$ cat src/verilog/bss_pkg.sv
// package: constants and types of the transmit beam steering sequencer
package bss_pkg;
   // channel and code geometry
   localparam int NUM_TX          = 3;
   localparam int CODE_W          = 6;
   localparam int ANG_W           = 6;
   // one code step is 5.625 degrees, held in millidegrees
   localparam int PHASE_STEP_MDEG = 5625;
   // steering angle unit of the scan registers, in degrees
   localparam int ANG_UNIT_DEG    = 5;
   // antenna spacing per channel in wavelengths
   localparam int SPACING_CH0     = 0;
   localparam int SPACING_CH1     = 2;
   localparam int SPACING_CH2     = 4;
   // sine table scale: floor(256*sin) equals floor(spacing*360*sin/5.625) for spacing 4
   localparam int SIN_SPACING     = 4;
   localparam int SIN_W           = 10;
   localparam logic [ANG_W-1:0] ANG_LIMIT = 6'h12;
   localparam logic [ANG_W-1:0] ANG_30    = 6'h06;

   // register byte addresses
   localparam logic [7:0] ADDR_CTRL   = 8'h00;
   localparam logic [7:0] ADDR_SCAN   = 8'h04;
   localparam logic [7:0] ADDR_CODE0  = 8'h08;
   localparam logic [7:0] ADDR_CODE1  = 8'h0C;
   localparam logic [7:0] ADDR_CODE2  = 8'h10;
   localparam logic [7:0] ADDR_STATUS = 8'h14;
   localparam logic [7:0] ADDR_LIVE   = 8'h18;

   // field positions
   localparam int CTRL_EN_BIT      = 0;
   localparam int CTRL_CHIRP_BIT   = 1;
   localparam int CTRL_RESTART_BIT = 2;
   localparam int SCAN_START_LSB   = 0;
   localparam int SCAN_STEP_LSB    = 8;
   localparam int SCAN_END_LSB     = 16;
   localparam int SCAN_DWELL_LSB   = 24;
   localparam int STAT_BEAM_BIT    = 8;
   localparam int STAT_SHORT_BIT   = 9;
   localparam int LIVE_CH1_LSB     = 8;
   localparam int LIVE_CH2_LSB     = 16;

   // reset values: scan -60 to +60 degrees in 20 degree steps, two long-range subframes per angle
   localparam logic             CTRL_EN_RST    = 1'b1;
   localparam logic             CTRL_CHIRP_RST = 1'b0;
   localparam logic [ANG_W-1:0] SCAN_START_RST = 6'h34;
   localparam logic [ANG_W-1:0] SCAN_STEP_RST  = 6'h04;
   localparam logic [ANG_W-1:0] SCAN_END_RST   = 6'h0C;
   localparam logic [3:0]       SCAN_DWELL_RST = 4'h2;
   localparam logic [CODE_W-1:0] CODE_RST      = 6'h00;

   typedef enum logic [1:0] {
      BSS_SF_IDLE,
      BSS_SF_LONG,
      BSS_SF_SHORT
   } bss_sf_t;
endpackage

$ cat src/verilog/bss_seq.sv
// transmit beam steering sequencer with APB register access
//
// Behaviour
// - each channel holds its own 6-bit phase code, one step is 5.625 degrees
// - beamforming drives all three channels together and coherently
// - channel 0 phase zero; others 2*pi*d/lambda*sin(angle), d = 2 and 4
// - phase in degrees over 5.625, floored, is the loaded code
// - codes can update every chirp or be held for a whole long-range subframe
// - frame mode: every long-range chirp uses the same precomputed codes
// - default scan spans -60 to +60 degrees in 20 degree steps
// - scan starts at -60, next angle every alternate long-range subframe
// - after +60 the angle wraps back to -60, scanning forever
// - with defaults one sweep takes about 200 ms of frame time
// - start angle and step are configurable, not fixed
// - two subframes per frame; only the long-range one is steered
//
// Chosen here: the APB register port and the address map.
`timescale 1ns/100ps
module bss_seq (
   // clock and reset
   input  wire logic                          clk_sys,
   input  wire logic                          rstn,
   // apb slave
   input  wire logic [7:0]                    paddr,
   input  wire logic                          psel,
   input  wire logic                          penable,
   input  wire logic                          pwrite,
   input  wire logic [31:0]                   pwdata,
   output logic      [31:0]                   prdata,
   output logic                               pready,
   output logic                               pslverr,
   // frame timing
   input  wire logic                          subframe_start,
   input  wire logic                          subframe_long,
   input  wire logic                          subframe_end,
   input  wire logic                          chirp_start,
   // transmit phase shifters
   output logic      [bss_pkg::CODE_W-1:0]    tx_phase_code0,
   output logic      [bss_pkg::CODE_W-1:0]    tx_phase_code1,
   output logic      [bss_pkg::CODE_W-1:0]    tx_phase_code2,
   output logic                               tx_phase_load,
   output logic      [bss_pkg::NUM_TX-1:0]    tx_enable
);
   import bss_pkg::*;

   // registers
   logic                     ctrl_en_q;
   logic                     ctrl_chirp_q;
   logic signed [ANG_W-1:0]  scan_start_q;
   logic signed [ANG_W-1:0]  scan_step_q;
   logic signed [ANG_W-1:0]  scan_end_q;
   logic        [3:0]        scan_dwell_q;
   logic        [CODE_W-1:0] man_code_q [NUM_TX];
   // bus
   logic                     setup;
   logic                     wr_en;
   logic                     restart;
   logic                     mapped;
   logic        [31:0]       rd_d;
   // sequencing
   bss_sf_t                  sf_q;
   logic                     advance_q;
   logic                     first_chirp_q;
   logic signed [ANG_W-1:0]  angle;
   logic        [CODE_W-1:0] calc_code [NUM_TX];
   logic        [CODE_W-1:0] load_code [NUM_TX];
   logic        [CODE_W-1:0] out_code_q [NUM_TX];
   logic                     sf_long_go;
   logic                     sf_short_go;

   // ---------------- apb slave ----------------
   // one wait-free access phase: pready rises in the first access cycle
   assign setup = psel && !penable;
   assign wr_en = psel && penable && pready && pwrite;
   assign restart = wr_en && (paddr == ADDR_CTRL) && pwdata[CTRL_RESTART_BIT];

   always_comb begin
      mapped = 1'b1;
      rd_d   = 32'h0000_0000;
      unique case (paddr)
         ADDR_CTRL: begin
            rd_d[CTRL_EN_BIT]    = ctrl_en_q;
            rd_d[CTRL_CHIRP_BIT] = ctrl_chirp_q;
         end
         ADDR_SCAN: begin
            rd_d[SCAN_START_LSB +: ANG_W] = scan_start_q;
            rd_d[SCAN_STEP_LSB +: ANG_W]  = scan_step_q;
            rd_d[SCAN_END_LSB +: ANG_W]   = scan_end_q;
            rd_d[SCAN_DWELL_LSB +: 4]     = scan_dwell_q;
         end
         ADDR_CODE0: rd_d[CODE_W-1:0] = man_code_q[0];
         ADDR_CODE1: rd_d[CODE_W-1:0] = man_code_q[1];
         ADDR_CODE2: rd_d[CODE_W-1:0] = man_code_q[2];
         ADDR_STATUS: begin
            rd_d[ANG_W-1:0]      = angle;
            rd_d[STAT_BEAM_BIT]  = (sf_q == BSS_SF_LONG);
            rd_d[STAT_SHORT_BIT] = (sf_q == BSS_SF_SHORT);
         end
         ADDR_LIVE: begin
            rd_d[CODE_W-1:0]                = out_code_q[0];
            rd_d[LIVE_CH1_LSB +: CODE_W]    = out_code_q[1];
            rd_d[LIVE_CH2_LSB +: CODE_W]    = out_code_q[2];
         end
         default: mapped = 1'b0;
      endcase
   end

   always_ff @(posedge clk_sys) begin
      if (!rstn) begin
         pready  <= 1'b0;
         pslverr <= 1'b0;
         prdata  <= 32'h0000_0000;
      end else begin
         pready  <= setup;
         pslverr <= setup && !mapped;
         if (setup)
            prdata <= (pwrite || !mapped) ? 32'h0000_0000 : rd_d;
      end
   end

   always_ff @(posedge clk_sys) begin
      if (!rstn) begin
         ctrl_en_q    <= CTRL_EN_RST;
         ctrl_chirp_q <= CTRL_CHIRP_RST;
      end else if (wr_en && paddr == ADDR_CTRL) begin
         ctrl_en_q    <= pwdata[CTRL_EN_BIT];
         ctrl_chirp_q <= pwdata[CTRL_CHIRP_BIT];
      end
   end

   always_ff @(posedge clk_sys) begin
      if (!rstn) begin
         scan_start_q <= SCAN_START_RST;
         scan_step_q  <= SCAN_STEP_RST;
         scan_end_q   <= SCAN_END_RST;
         scan_dwell_q <= SCAN_DWELL_RST;
      end else if (wr_en && paddr == ADDR_SCAN) begin
         scan_start_q <= pwdata[SCAN_START_LSB +: ANG_W];
         scan_step_q  <= pwdata[SCAN_STEP_LSB +: ANG_W];
         scan_end_q   <= pwdata[SCAN_END_LSB +: ANG_W];
         scan_dwell_q <= pwdata[SCAN_DWELL_LSB +: 4];
      end
   end

   // per-channel software codes for chirp-by-chirp operation
   genvar ch;
   generate
      for (ch = 0; ch < NUM_TX; ch++) begin : g_man
         localparam logic [7:0] ADDR = ADDR_CODE0 + 8'(4 * ch);
         always_ff @(posedge clk_sys) begin
            if (!rstn)
               man_code_q[ch] <= CODE_RST;
            else if (wr_en && paddr == ADDR)
               man_code_q[ch] <= pwdata[CODE_W-1:0];
         end
      end
   endgenerate

   // ---------------- angle and codes ----------------
   bss_angle_step u_step (
      .clk_sys   (clk_sys),
      .rstn      (rstn),
      .restart   (restart),
      .advance   (advance_q),
      .cfg_start (scan_start_q),
      .cfg_step  (scan_step_q),
      .cfg_end   (scan_end_q),
      .cfg_dwell (scan_dwell_q),
      .angle_q   (angle)
   );

   bss_phase_calc u_calc (
      .angle (angle),
      .code0 (calc_code[0]),
      .code1 (calc_code[1]),
      .code2 (calc_code[2])
   );

   always_comb begin
      for (int i = 0; i < NUM_TX; i++)
         load_code[i] = ctrl_chirp_q ? man_code_q[i] : calc_code[i];
   end

   // ---------------- subframe sequencing ----------------
   assign sf_long_go  = ctrl_en_q && subframe_start && subframe_long;
   assign sf_short_go = ctrl_en_q && subframe_start && !subframe_long;

   always_ff @(posedge clk_sys) begin
      if (!rstn) begin
         sf_q <= BSS_SF_IDLE;
      end else if (!ctrl_en_q || subframe_end) begin
         sf_q <= BSS_SF_IDLE;
      end else if (subframe_start) begin
         sf_q <= subframe_long ? BSS_SF_LONG : BSS_SF_SHORT;
      end
   end

   // the angle moves on after its codes were taken, ready for a later subframe
   always_ff @(posedge clk_sys) begin
      if (!rstn)
         advance_q <= 1'b0;
      else
         advance_q <= sf_long_go && !ctrl_chirp_q;
   end

   // all three codes load in one edge at subframe start, ahead of any chirp
   always_ff @(posedge clk_sys) begin
      if (!rstn) begin
         for (int i = 0; i < NUM_TX; i++)
            out_code_q[i] <= CODE_RST;
         tx_phase_load <= 1'b0;
      end else begin
         tx_phase_load <= 1'b0;
         if (sf_long_go) begin
            for (int i = 0; i < NUM_TX; i++)
               out_code_q[i] <= load_code[i];
            tx_phase_load <= 1'b1;
         end else if (sf_short_go) begin
            for (int i = 0; i < NUM_TX; i++)
               out_code_q[i] <= CODE_RST;
            tx_phase_load <= 1'b1;
         end else if (sf_q == BSS_SF_LONG && ctrl_chirp_q && chirp_start) begin
            for (int i = 0; i < NUM_TX; i++)
               out_code_q[i] <= man_code_q[i];
            tx_phase_load <= 1'b1;
         end
         // frame mode: codes stay untouched for every chirp of the subframe
      end
   end

   // long-range: all channels together; short-range: one channel per chirp
   always_ff @(posedge clk_sys) begin
      if (!rstn) begin
         tx_enable     <= '0;
         first_chirp_q <= 1'b0;
      end else if (!ctrl_en_q || subframe_end) begin
         tx_enable     <= '0;
         first_chirp_q <= 1'b0;
      end else if (sf_long_go) begin
         tx_enable     <= '1;
         first_chirp_q <= 1'b0;
      end else if (sf_short_go) begin
         tx_enable     <= NUM_TX'(1);
         first_chirp_q <= 1'b1;
      end else if (sf_q == BSS_SF_SHORT && chirp_start) begin
         first_chirp_q <= 1'b0;
         if (!first_chirp_q)
            tx_enable <= {tx_enable[NUM_TX-2:0], tx_enable[NUM_TX-1]};
      end
   end

   assign tx_phase_code0 = out_code_q[0];
   assign tx_phase_code1 = out_code_q[1];
   assign tx_phase_code2 = out_code_q[2];
endmodule

$ cat src/verilog/bss_phase_calc.sv
// steering angle to quantized phase codes for the three transmit channels
`timescale 1ns/100ps
module bss_phase_calc (
   // angle in 5 degree units, signed
   input  wire logic signed [bss_pkg::ANG_W-1:0]  angle,
   // codes per channel
   output logic             [bss_pkg::CODE_W-1:0] code0,
   output logic             [bss_pkg::CODE_W-1:0] code1,
   output logic             [bss_pkg::CODE_W-1:0] code2
);
   import bss_pkg::*;

   logic        [ANG_W-1:0] mag;
   logic        [8:0]       sin_v;
   logic                    exact;
   logic signed [SIN_W-1:0] floor_v;
   logic signed [SIN_W-1:0] scaled [NUM_TX];

   // floor(256*sin) at 5 degree points, 0 to 90 degrees
   function automatic logic [8:0] sin256(input logic [ANG_W-1:0] m);
      case (m)
         6'h00: sin256 = 9'h000;
         6'h01: sin256 = 9'h016;
         6'h02: sin256 = 9'h02C;
         6'h03: sin256 = 9'h042;
         6'h04: sin256 = 9'h057;
         6'h05: sin256 = 9'h06C;
         6'h06: sin256 = 9'h080;
         6'h07: sin256 = 9'h092;
         6'h08: sin256 = 9'h0A4;
         6'h09: sin256 = 9'h0B5;
         6'h0A: sin256 = 9'h0C4;
         6'h0B: sin256 = 9'h0D1;
         6'h0C: sin256 = 9'h0DD;
         6'h0D: sin256 = 9'h0E8;
         6'h0E: sin256 = 9'h0F0;
         6'h0F: sin256 = 9'h0F7;
         6'h10: sin256 = 9'h0FC;
         6'h11: sin256 = 9'h0FF;
         default: sin256 = 9'h100;
      endcase
   endfunction

   always_comb begin
      mag   = angle[ANG_W-1] ? ANG_W'(-angle) : angle;
      sin_v = sin256(mag);
      exact = (mag == '0) || (mag == ANG_30) || (mag >= ANG_LIMIT);
      // negative angles round toward minus infinity as well
      if (angle[ANG_W-1])
         floor_v = -$signed({1'b0, sin_v}) - (exact ? 10'sd0 : 10'sd1);
      else
         floor_v = $signed({1'b0, sin_v});
   end

   // channel 0 is the zero phase reference; others scale with spacing
   genvar ch;
   generate
      for (ch = 0; ch < NUM_TX; ch++) begin : g_ch
         localparam int SP = (ch == 0) ? SPACING_CH0 : (ch == 1) ? SPACING_CH1 : SPACING_CH2;
         if (SP == 0) begin : g_ref
            assign scaled[ch] = '0;
         end else begin : g_sp
            assign scaled[ch] = floor_v >>> $clog2(SIN_SPACING / SP);
         end
      end
   endgenerate

   // low six bits keep the code modulo 64
   assign code0 = scaled[0][CODE_W-1:0];
   assign code1 = scaled[1][CODE_W-1:0];
   assign code2 = scaled[2][CODE_W-1:0];
endmodule

$ cat src/verilog/bss_angle_step.sv
// steering angle stepper: dwell count, step and wrap
`timescale 1ns/100ps
module bss_angle_step (
   // clock and reset
   input  wire logic                             clk_sys,
   input  wire logic                             rstn,
   // control
   input  wire logic                             restart,
   input  wire logic                             advance,
   // scan settings
   input  wire logic signed [bss_pkg::ANG_W-1:0] cfg_start,
   input  wire logic signed [bss_pkg::ANG_W-1:0] cfg_step,
   input  wire logic signed [bss_pkg::ANG_W-1:0] cfg_end,
   input  wire logic        [3:0]                cfg_dwell,
   // current angle
   output logic signed      [bss_pkg::ANG_W-1:0] angle_q
);
   import bss_pkg::*;

   logic        [3:0]       dwell_q;
   logic signed [ANG_W:0]   sum;
   logic                    past_end;
   logic                    out_range;
   logic                    dwell_done;

   always_comb begin
      sum        = (ANG_W+1)'(angle_q) + (ANG_W+1)'(cfg_step);
      past_end   = cfg_step[ANG_W-1] ? (sum < (ANG_W+1)'(cfg_end))
                                     : (sum > (ANG_W+1)'(cfg_end));
      out_range  = (sum > $signed({1'b0, ANG_LIMIT})) || (sum < -$signed({1'b0, ANG_LIMIT}));
      dwell_done = (dwell_q + 4'h1 >= cfg_dwell);
   end

   always_ff @(posedge clk_sys) begin
      if (!rstn) begin
         angle_q <= SCAN_START_RST;
         dwell_q <= 4'h0;
      end else if (restart) begin
         angle_q <= cfg_start;
         dwell_q <= 4'h0;
      end else if (advance) begin
         if (dwell_done) begin
            dwell_q <= 4'h0;
            // step to next angle, or wrap to the start once the end is passed
            if (past_end || out_range)
               angle_q <= cfg_start;
            else
               angle_q <= sum[ANG_W-1:0];
         end else begin
            dwell_q <= dwell_q + 4'h1;
         end
      end
   end
endmodule

$ cat config.mk
export PLATFORM = sky130hd
export DESIGN_NAME = bss_seq
export DESIGN_NICKNAME = d
export VERILOG_FILES = /design/src/verilog/bss_pkg.sv /design/src/verilog/bss_seq.sv /design/src/verilog/bss_phase_calc.sv /design/src/verilog/bss_angle_step.sv
export SDC_FILE = /design/constraint.sdc
export NUM_CORES = 1
export LEC_CHECK = 0
export ABC_AREA = 1
export BUFFER_PORTS_ARGS = -buffer_cell sky130_fd_sc_hd__buf_2
export CAP_MARGIN = 30
export CORE_AREA = 4 4 178 94
export DETAILED_ROUTE_END_ITERATION = 6
export DIE_AREA = 0 0 182 98
export SKIP_LAST_GASP = 1
export SYNTH_ARGS = -nofsm -noshare
export SYNTH_HDL_FRONTEND = slang
export SYNTH_SLANG_ARGS = --single-unit
$ cat constraint.sdc
create_clock -name clk_sys -period 3.8 [get_ports clk_sys]
set_clock_uncertainty 0.2 [all_clocks]
set_input_delay 0.57 -clock clk_sys [delete_from_list [all_inputs] [get_ports clk_sys]]
set_output_delay 0.57 -clock clk_sys [all_outputs]
set_load 0.01 [all_outputs]
==> flow_results.xml <==
<?xml version="1.0" encoding="UTF-8"?>
<metrics>
  <group name="worst_setup_path">
    <metric name="worst-endpoint-arrival" unit="ns">3.56</metric>
    <metric name="reg2reg_slack" unit="ns">0.22</metric>
    <metric name="cp.required" unit="ns">3.78</metric>
    <metric name="cpMostUsedCell" unit="">nand2_1</metric>
    <metric name="crit_path_max_incr_delay" unit="ns">0.33</metric>
    <metric name="crit_path_max_delay_cell_type" unit="">dfxtp_2</metric>
    <metric name="critPathKind" unit="">reg -&gt; reg</metric>
    <metric name="timing.critical_path.buf_inv" unit="">3</metric>
    <metric name="critPathTopFamily" unit="">compound AO/OA/AOI/OAI gates</metric>
    <metric name="timing.critical_path.cells" unit="">inv_2, ha_1, nand2_1, o21ai_2, inv_2, ha_4, nand2_1, o21ai_2, o21ai_0, o21ai_1, ha_4, inv_1, ha_1, or2_2, nand2_1, a21oi_1, xor2_1, o211ai_2, o211ai_1, o21ai_1</metric>
    <metric name="critical_path.reg2reg.startpoint" unit="">u_step.angle_q[1]$_SDFFE_PN0P_</metric>
    <metric name="capturing_element_type_of_the_critical_path" unit="">flip-flop</metric>
    <metric name="startpoint_type" unit="">flip-flop</metric>
    <metric name="critPathMaxFanout" unit="">4</metric>
    <metric name="rr_endpoint" unit="">out_code_q[0][17]$_DFFE_PP_</metric>
    <metric name="timing.reg2reg.worst_path_depth" unit="">20</metric>
  </group>
  <group name="power">
    <metric name="power_frac_clock" unit="%">35.5</metric>
    <metric name="vdd_drop_max" unit="uV">210.5</metric>
    <metric name="sequential_group_share_of_total_power" unit="%">43.1</metric>
    <metric name="power.leakage" unit="uW">0.003204</metric>
    <metric name="comb_power_share" unit="%">21.4</metric>
    <metric name="pwr_density_cell" unit="nW/um2">397.5</metric>
    <metric name="switching_share" unit="%">30.63</metric>
    <metric name="power.switching" unit="uW">844.8</metric>
    <metric name="cellInternalPower" unit="uW">1913</metric>
  </group>
  <group name="global_route">
    <metric name="grt_first_pass_wirelength" unit="um">28770</metric>
    <metric name="grt_start_max_net_pins" unit="">35</metric>
    <metric name="first_global_vias" unit="">5004</metric>
    <metric name="grt_antenna_before_repair" unit="">0</metric>
    <metric name="global_route.usage.total" unit="%">20.42</metric>
    <metric name="global_route.overflow_total" unit="">0</metric>
  </group>
  <group name="logic_synthesis">
    <metric name="synthXorXnorAreaFrac" unit="%">1.034</metric>
    <metric name="synth.top_cell.area_share" unit="%">22.29</metric>
    <metric name="most_frequently_used_cell_type_in_the_post_synthesis_netlist" unit="">nand2_1</metric>
    <metric name="synthCells" unit="">787</metric>
    <metric name="ys_async_sr_fraction" unit="%">0</metric>
    <metric name="synth_area_leader_cell" unit="">dfxtp_1</metric>
    <metric name="postSynthAreaPerCell" unit="um2">7.533</metric>
    <metric name="synth_edf_count" unit="">36</metric>
    <metric name="synth_top_family_by_area" unit="">simple AND/OR/NAND/NOR gates</metric>
    <metric name="synth-warning-count" unit="">0</metric>
    <metric name="synthFlopType" unit="">dfxtp_1</metric>
    <metric name="synth.cell_area" unit="um2">5928</metric>
    <metric name="synth_compound_gate_area_share" unit="%">15.87</metric>
    <metric name="synth.mux.area_fraction" unit="%">0</metric>
    <metric name="synth.yosys.seq_area_share" unit="%">40.52</metric>
    <metric name="synth-seq-cells" unit="">102</metric>
    <metric name="leading_cell_types_by_total_area_after_synthesis" unit="">dfxtp_1, edfxtp_1, nand2_1</metric>
    <metric name="synth.distinct_cells" unit="">45</metric>
    <metric name="synth.cells.most_frequent" unit="">nand2_1, inv_1, nor2_1, dfxtp_1, a21oi_1</metric>
    <metric name="synth_simple_gate_area_share" unit="%">25.14</metric>
    <metric name="synth_adder_area_share" unit="%">7.303</metric>
  </group>
  <group name="die">
    <metric name="die_h" unit="um">98</metric>
    <metric name="num_io_pins" unit="">105</metric>
    <metric name="rows" unit="">32</metric>
    <metric name="fp.dieArea" unit="um2">17840</metric>
    <metric name="start_util" unit="%">39.27</metric>
    <metric name="placeableCoreArea" unit="um2">15090</metric>
    <metric name="die_w" unit="um">182</metric>
  </group>
  <group name="worst_hold_path">
    <metric name="hold_crit_class" unit="">in -&gt; reg</metric>
    <metric name="hold-path-endpoint" unit="">scan_step_q[2]$_SDFFE_PN1P_</metric>
    <metric name="min_from" unit="">pwdata[10]</metric>
    <metric name="depth_of_the_worst_hold_timing_path" unit="">3</metric>
  </group>
  <group name="flow_run">
    <metric name="max_cap_viol_count" unit="">0</metric>
  </group>
  <group name="timing">
    <metric name="totalNegativeSetupSlack" unit="ns">0</metric>
    <metric name="finalSetupViolations" unit="">0</metric>
    <metric name="relSlewSlack" unit="%">42.14</metric>
    <metric name="finalWorstSetupSlack" unit="ns">0.2187</metric>
    <metric name="period_minus_slack" unit="ns">3.581</metric>
    <metric name="report.final.slew_viol_count" unit="">0</metric>
    <metric name="timing.final.hold_violations" unit="">0</metric>
    <metric name="max_slew.worst_pin.slew" unit="ns">0.8657</metric>
    <metric name="whs" unit="ns">0.2353</metric>
    <metric name="maxClockFrequency" unit="GHz">0.2792</metric>
    <metric name="final_period_util" unit="%">94.25</metric>
  </group>
  <group name="route">
    <metric name="first_pass_iters" unit="">5</metric>
    <metric name="final_routed_drc_violation_total" unit="">0</metric>
    <metric name="initialDrtViolationCount" unit="">578</metric>
    <metric name="routed_wire_length_per_instance" unit="um">16.95</metric>
    <metric name="postRouteAntennaNets" unit="">0</metric>
    <metric name="detail_route.vias_per_cell" unit="">5.167</metric>
    <metric name="route.vias.total" unit="">5611</metric>
    <metric name="drt-total-wl" unit="um">18400</metric>
  </group>
  <group name="clock_tree">
    <metric name="cts_tree" unit="">built</metric>
    <metric name="clk_pin_slew" unit="ns">0.07</metric>
    <metric name="clk_path_buf_depth" unit="">2</metric>
    <metric name="ctsHtreeMaxLevel" unit="">3</metric>
    <metric name="clk_root_buffer_cell" unit="">clkbuf_16</metric>
    <metric name="clock_sinks" unit="">102</metric>
    <metric name="insertion_delay" unit="ns">0.35</metric>
    <metric name="cts-buffers-inserted" unit="">9</metric>
  </group>
  <group name="finish">
    <metric name="antenna_cells_inserted" unit="">0</metric>
    <metric name="area.sequential" unit="um2">2404</metric>
    <metric name="multi_input_area" unit="um2">3000</metric>
    <metric name="fillers" unit="">1519</metric>
    <metric name="nNetsFinal" unit="">960</metric>
    <metric name="layout-drive-gt1-share" unit="%">18.48</metric>
    <metric name="postLayoutCellArea" unit="um2">6938</metric>
    <metric name="syn_to_final_growth" unit="%">17.03</metric>
  </group>
  <group name="placement">
    <metric name="place.gp.congestion" unit="">0.9068</metric>
    <metric name="port-buffer-count" unit="">84</metric>
    <metric name="post_dp_cell_area" unit="um2">6563</metric>
    <metric name="place_worst_setup_slack" unit="ns">0.1329</metric>
    <metric name="place.detailed.hpwl" unit="um">14360</metric>
  </group>
  <group name="run_status">
    <metric name="outcome" unit="">complete, no violations</metric>
  </group>
</metrics>
worst register-to-register path, stage by stage, from the launching register on:
cell and delay (ns):
dfxtp_2 0.33, inv_2 0.07, ha_1 0.28, nand2_1 0.06, o21ai_2 0.09, inv_2 0.08
ha_4 0.27, nand2_1 0.09, o21ai_2 0.08, o21ai_0 0.09, o21ai_1 0.32, ha_4 0.20
inv_1 0.05, ha_1 0.19, or2_2 0.31, nand2_1 0.07, a21oi_1 0.07, xor2_1 0.17
o211ai_2 0.18, o211ai_1 0.10, o21ai_1 0.14
flip-flops by register name, summed over array words and instances, names as in the netlist:
signal / flops
ctrl_en_q: 1
advance_q: 1
scan_end_q: 6
scan_step_q: 6
u_step.angle_q: 6
man_code_q: 18
tx_enable: 3
scan_start_q: 6
out_code_q: 18
u_step.dwell_q: 4
pslverr: 1
ctrl_chirp_q: 1
pready: 1
sf_q: 2
prdata: 22
tx_phase_load: 1
scan_dwell_q: 4
first_chirp_q: 1
kinds of logic (layout without fill, tap and decap cells):
| logic type | after synthesis | after routing |
|---|---|---|
| flip-flops | 102 | 102 |
| buffers and inverters | 142 | 228 |
| AO/OA/AOI/OAI | 162 | 162 |
| XOR/XNOR | 7 | 7 |
| other | 1 | 10 |
| AND/OR/NAND/NOR | 339 | 339 |
| adder cells (fa/ha/maj) | 34 | 34 |
timing repair:
action / CTS / global route
hold buffers: 0 / 0
setup buffers: 0 / 3
resized for setup: 0 / 9
setup endpoints to repair: 0 / 4
power groups by stage:
| stage | Clock (uW) | Sequential [uW] | Combinational, uW |
|---|---|---|---|
| after floorplan | 0 | 1220 | 397 |
| after global placement | 0 | 1210 | 559 |
| after detailed placement | 0 | 1210 | 561 |
| after CTS | 984 | 1190 | 565 |
| after global routing | 1030 | 1190 | 670 |
| final | 979 | 1190 | 589 |
routing by layer:
layer	track usage, %	part of all wire, %
met1	34.44	53
met2	26.28	37
met3	4.652	10
met4	2.363	0.35
met5	0	0
area by class of cell:
type / instances / share of cell area [%]
clock inverter: 6 / 0.9197
tap: 204 / 3.679
clock buffer: 10 / 3.607
multi-input combinational: 552 / 43.25
sequential: 102 / 34.64
inverter: 111 / 6.005
timing repair buffer: 101 / 7.899
through the flow:
step / std cells / total power, uW / utilization, %
2_1_floorplan: 796 / 1614 / -
3_3_place_gp: 1067 / 1772 / 43.48
3_5_place_dp: 1067 / 1775 / 43.48
4_1_cts: 1083 / 2738 / 45.56
5_1_grt: 1086 / 2896 / 45.96
6_report: 1086 / 2758 / 45.96
worst max-delay path by stage:
stage,start,to,slack (ns),depth (start not counted)
after floorplan,u_step.angle_q[0]$_SDFFE_PN0P_,out_code_q[0][10]$_DFFE_PP_,0.21,21
after global placement,u_step.angle_q[1]$_SDFFE_PN0P_,out_code_q[0][17]$_DFFE_PP_,0.22,21
after detailed placement,u_step.angle_q[1]$_SDFFE_PN0P_,out_code_q[0][17]$_DFFE_PP_,0.13,21
after CTS,u_step.angle_q[1]$_SDFFE_PN0P_,out_code_q[0][17]$_DFFE_PP_,0.12,21
after global routing,u_step.angle_q[1]$_SDFFE_PN0P_,out_code_q[0][10]$_DFFE_PP_,-0.01,21
final,u_step.angle_q[1]$_SDFFE_PN0P_,out_code_q[0][17]$_DFFE_PP_,0.22,20
layout by cell type (no fill, tap or decap), types with 3 or more instances in the layout:
cell type	Yosys	final
dfxtp_1	66	65
o22ai_1	11	11
nor4_1	5	4
a31oi_1	11	11
ha_1	33	30
nand2_2	8	8
o21ai_0	40	40
buf_2	3	84
clkbuf_16	0	10
inv_6	0	3
nor3_1	12	12
nand4_1	15	15
nor2_2	4	4
nand2_1	171	171
edfxtp_1	36	36
nor2_1	75	75
inv_2	12	14
o21ai_1	16	15
inv_1	99	97
nand3_1	38	38
a21oi_1	54	54
o211ai_1	11	11
a22oi_1	7	7
conb_1	1	10
buf_4	12	17
xor2_1	6	6
nand3_2	3	3
Note: power is estimated with default switching activity, not from simulation.
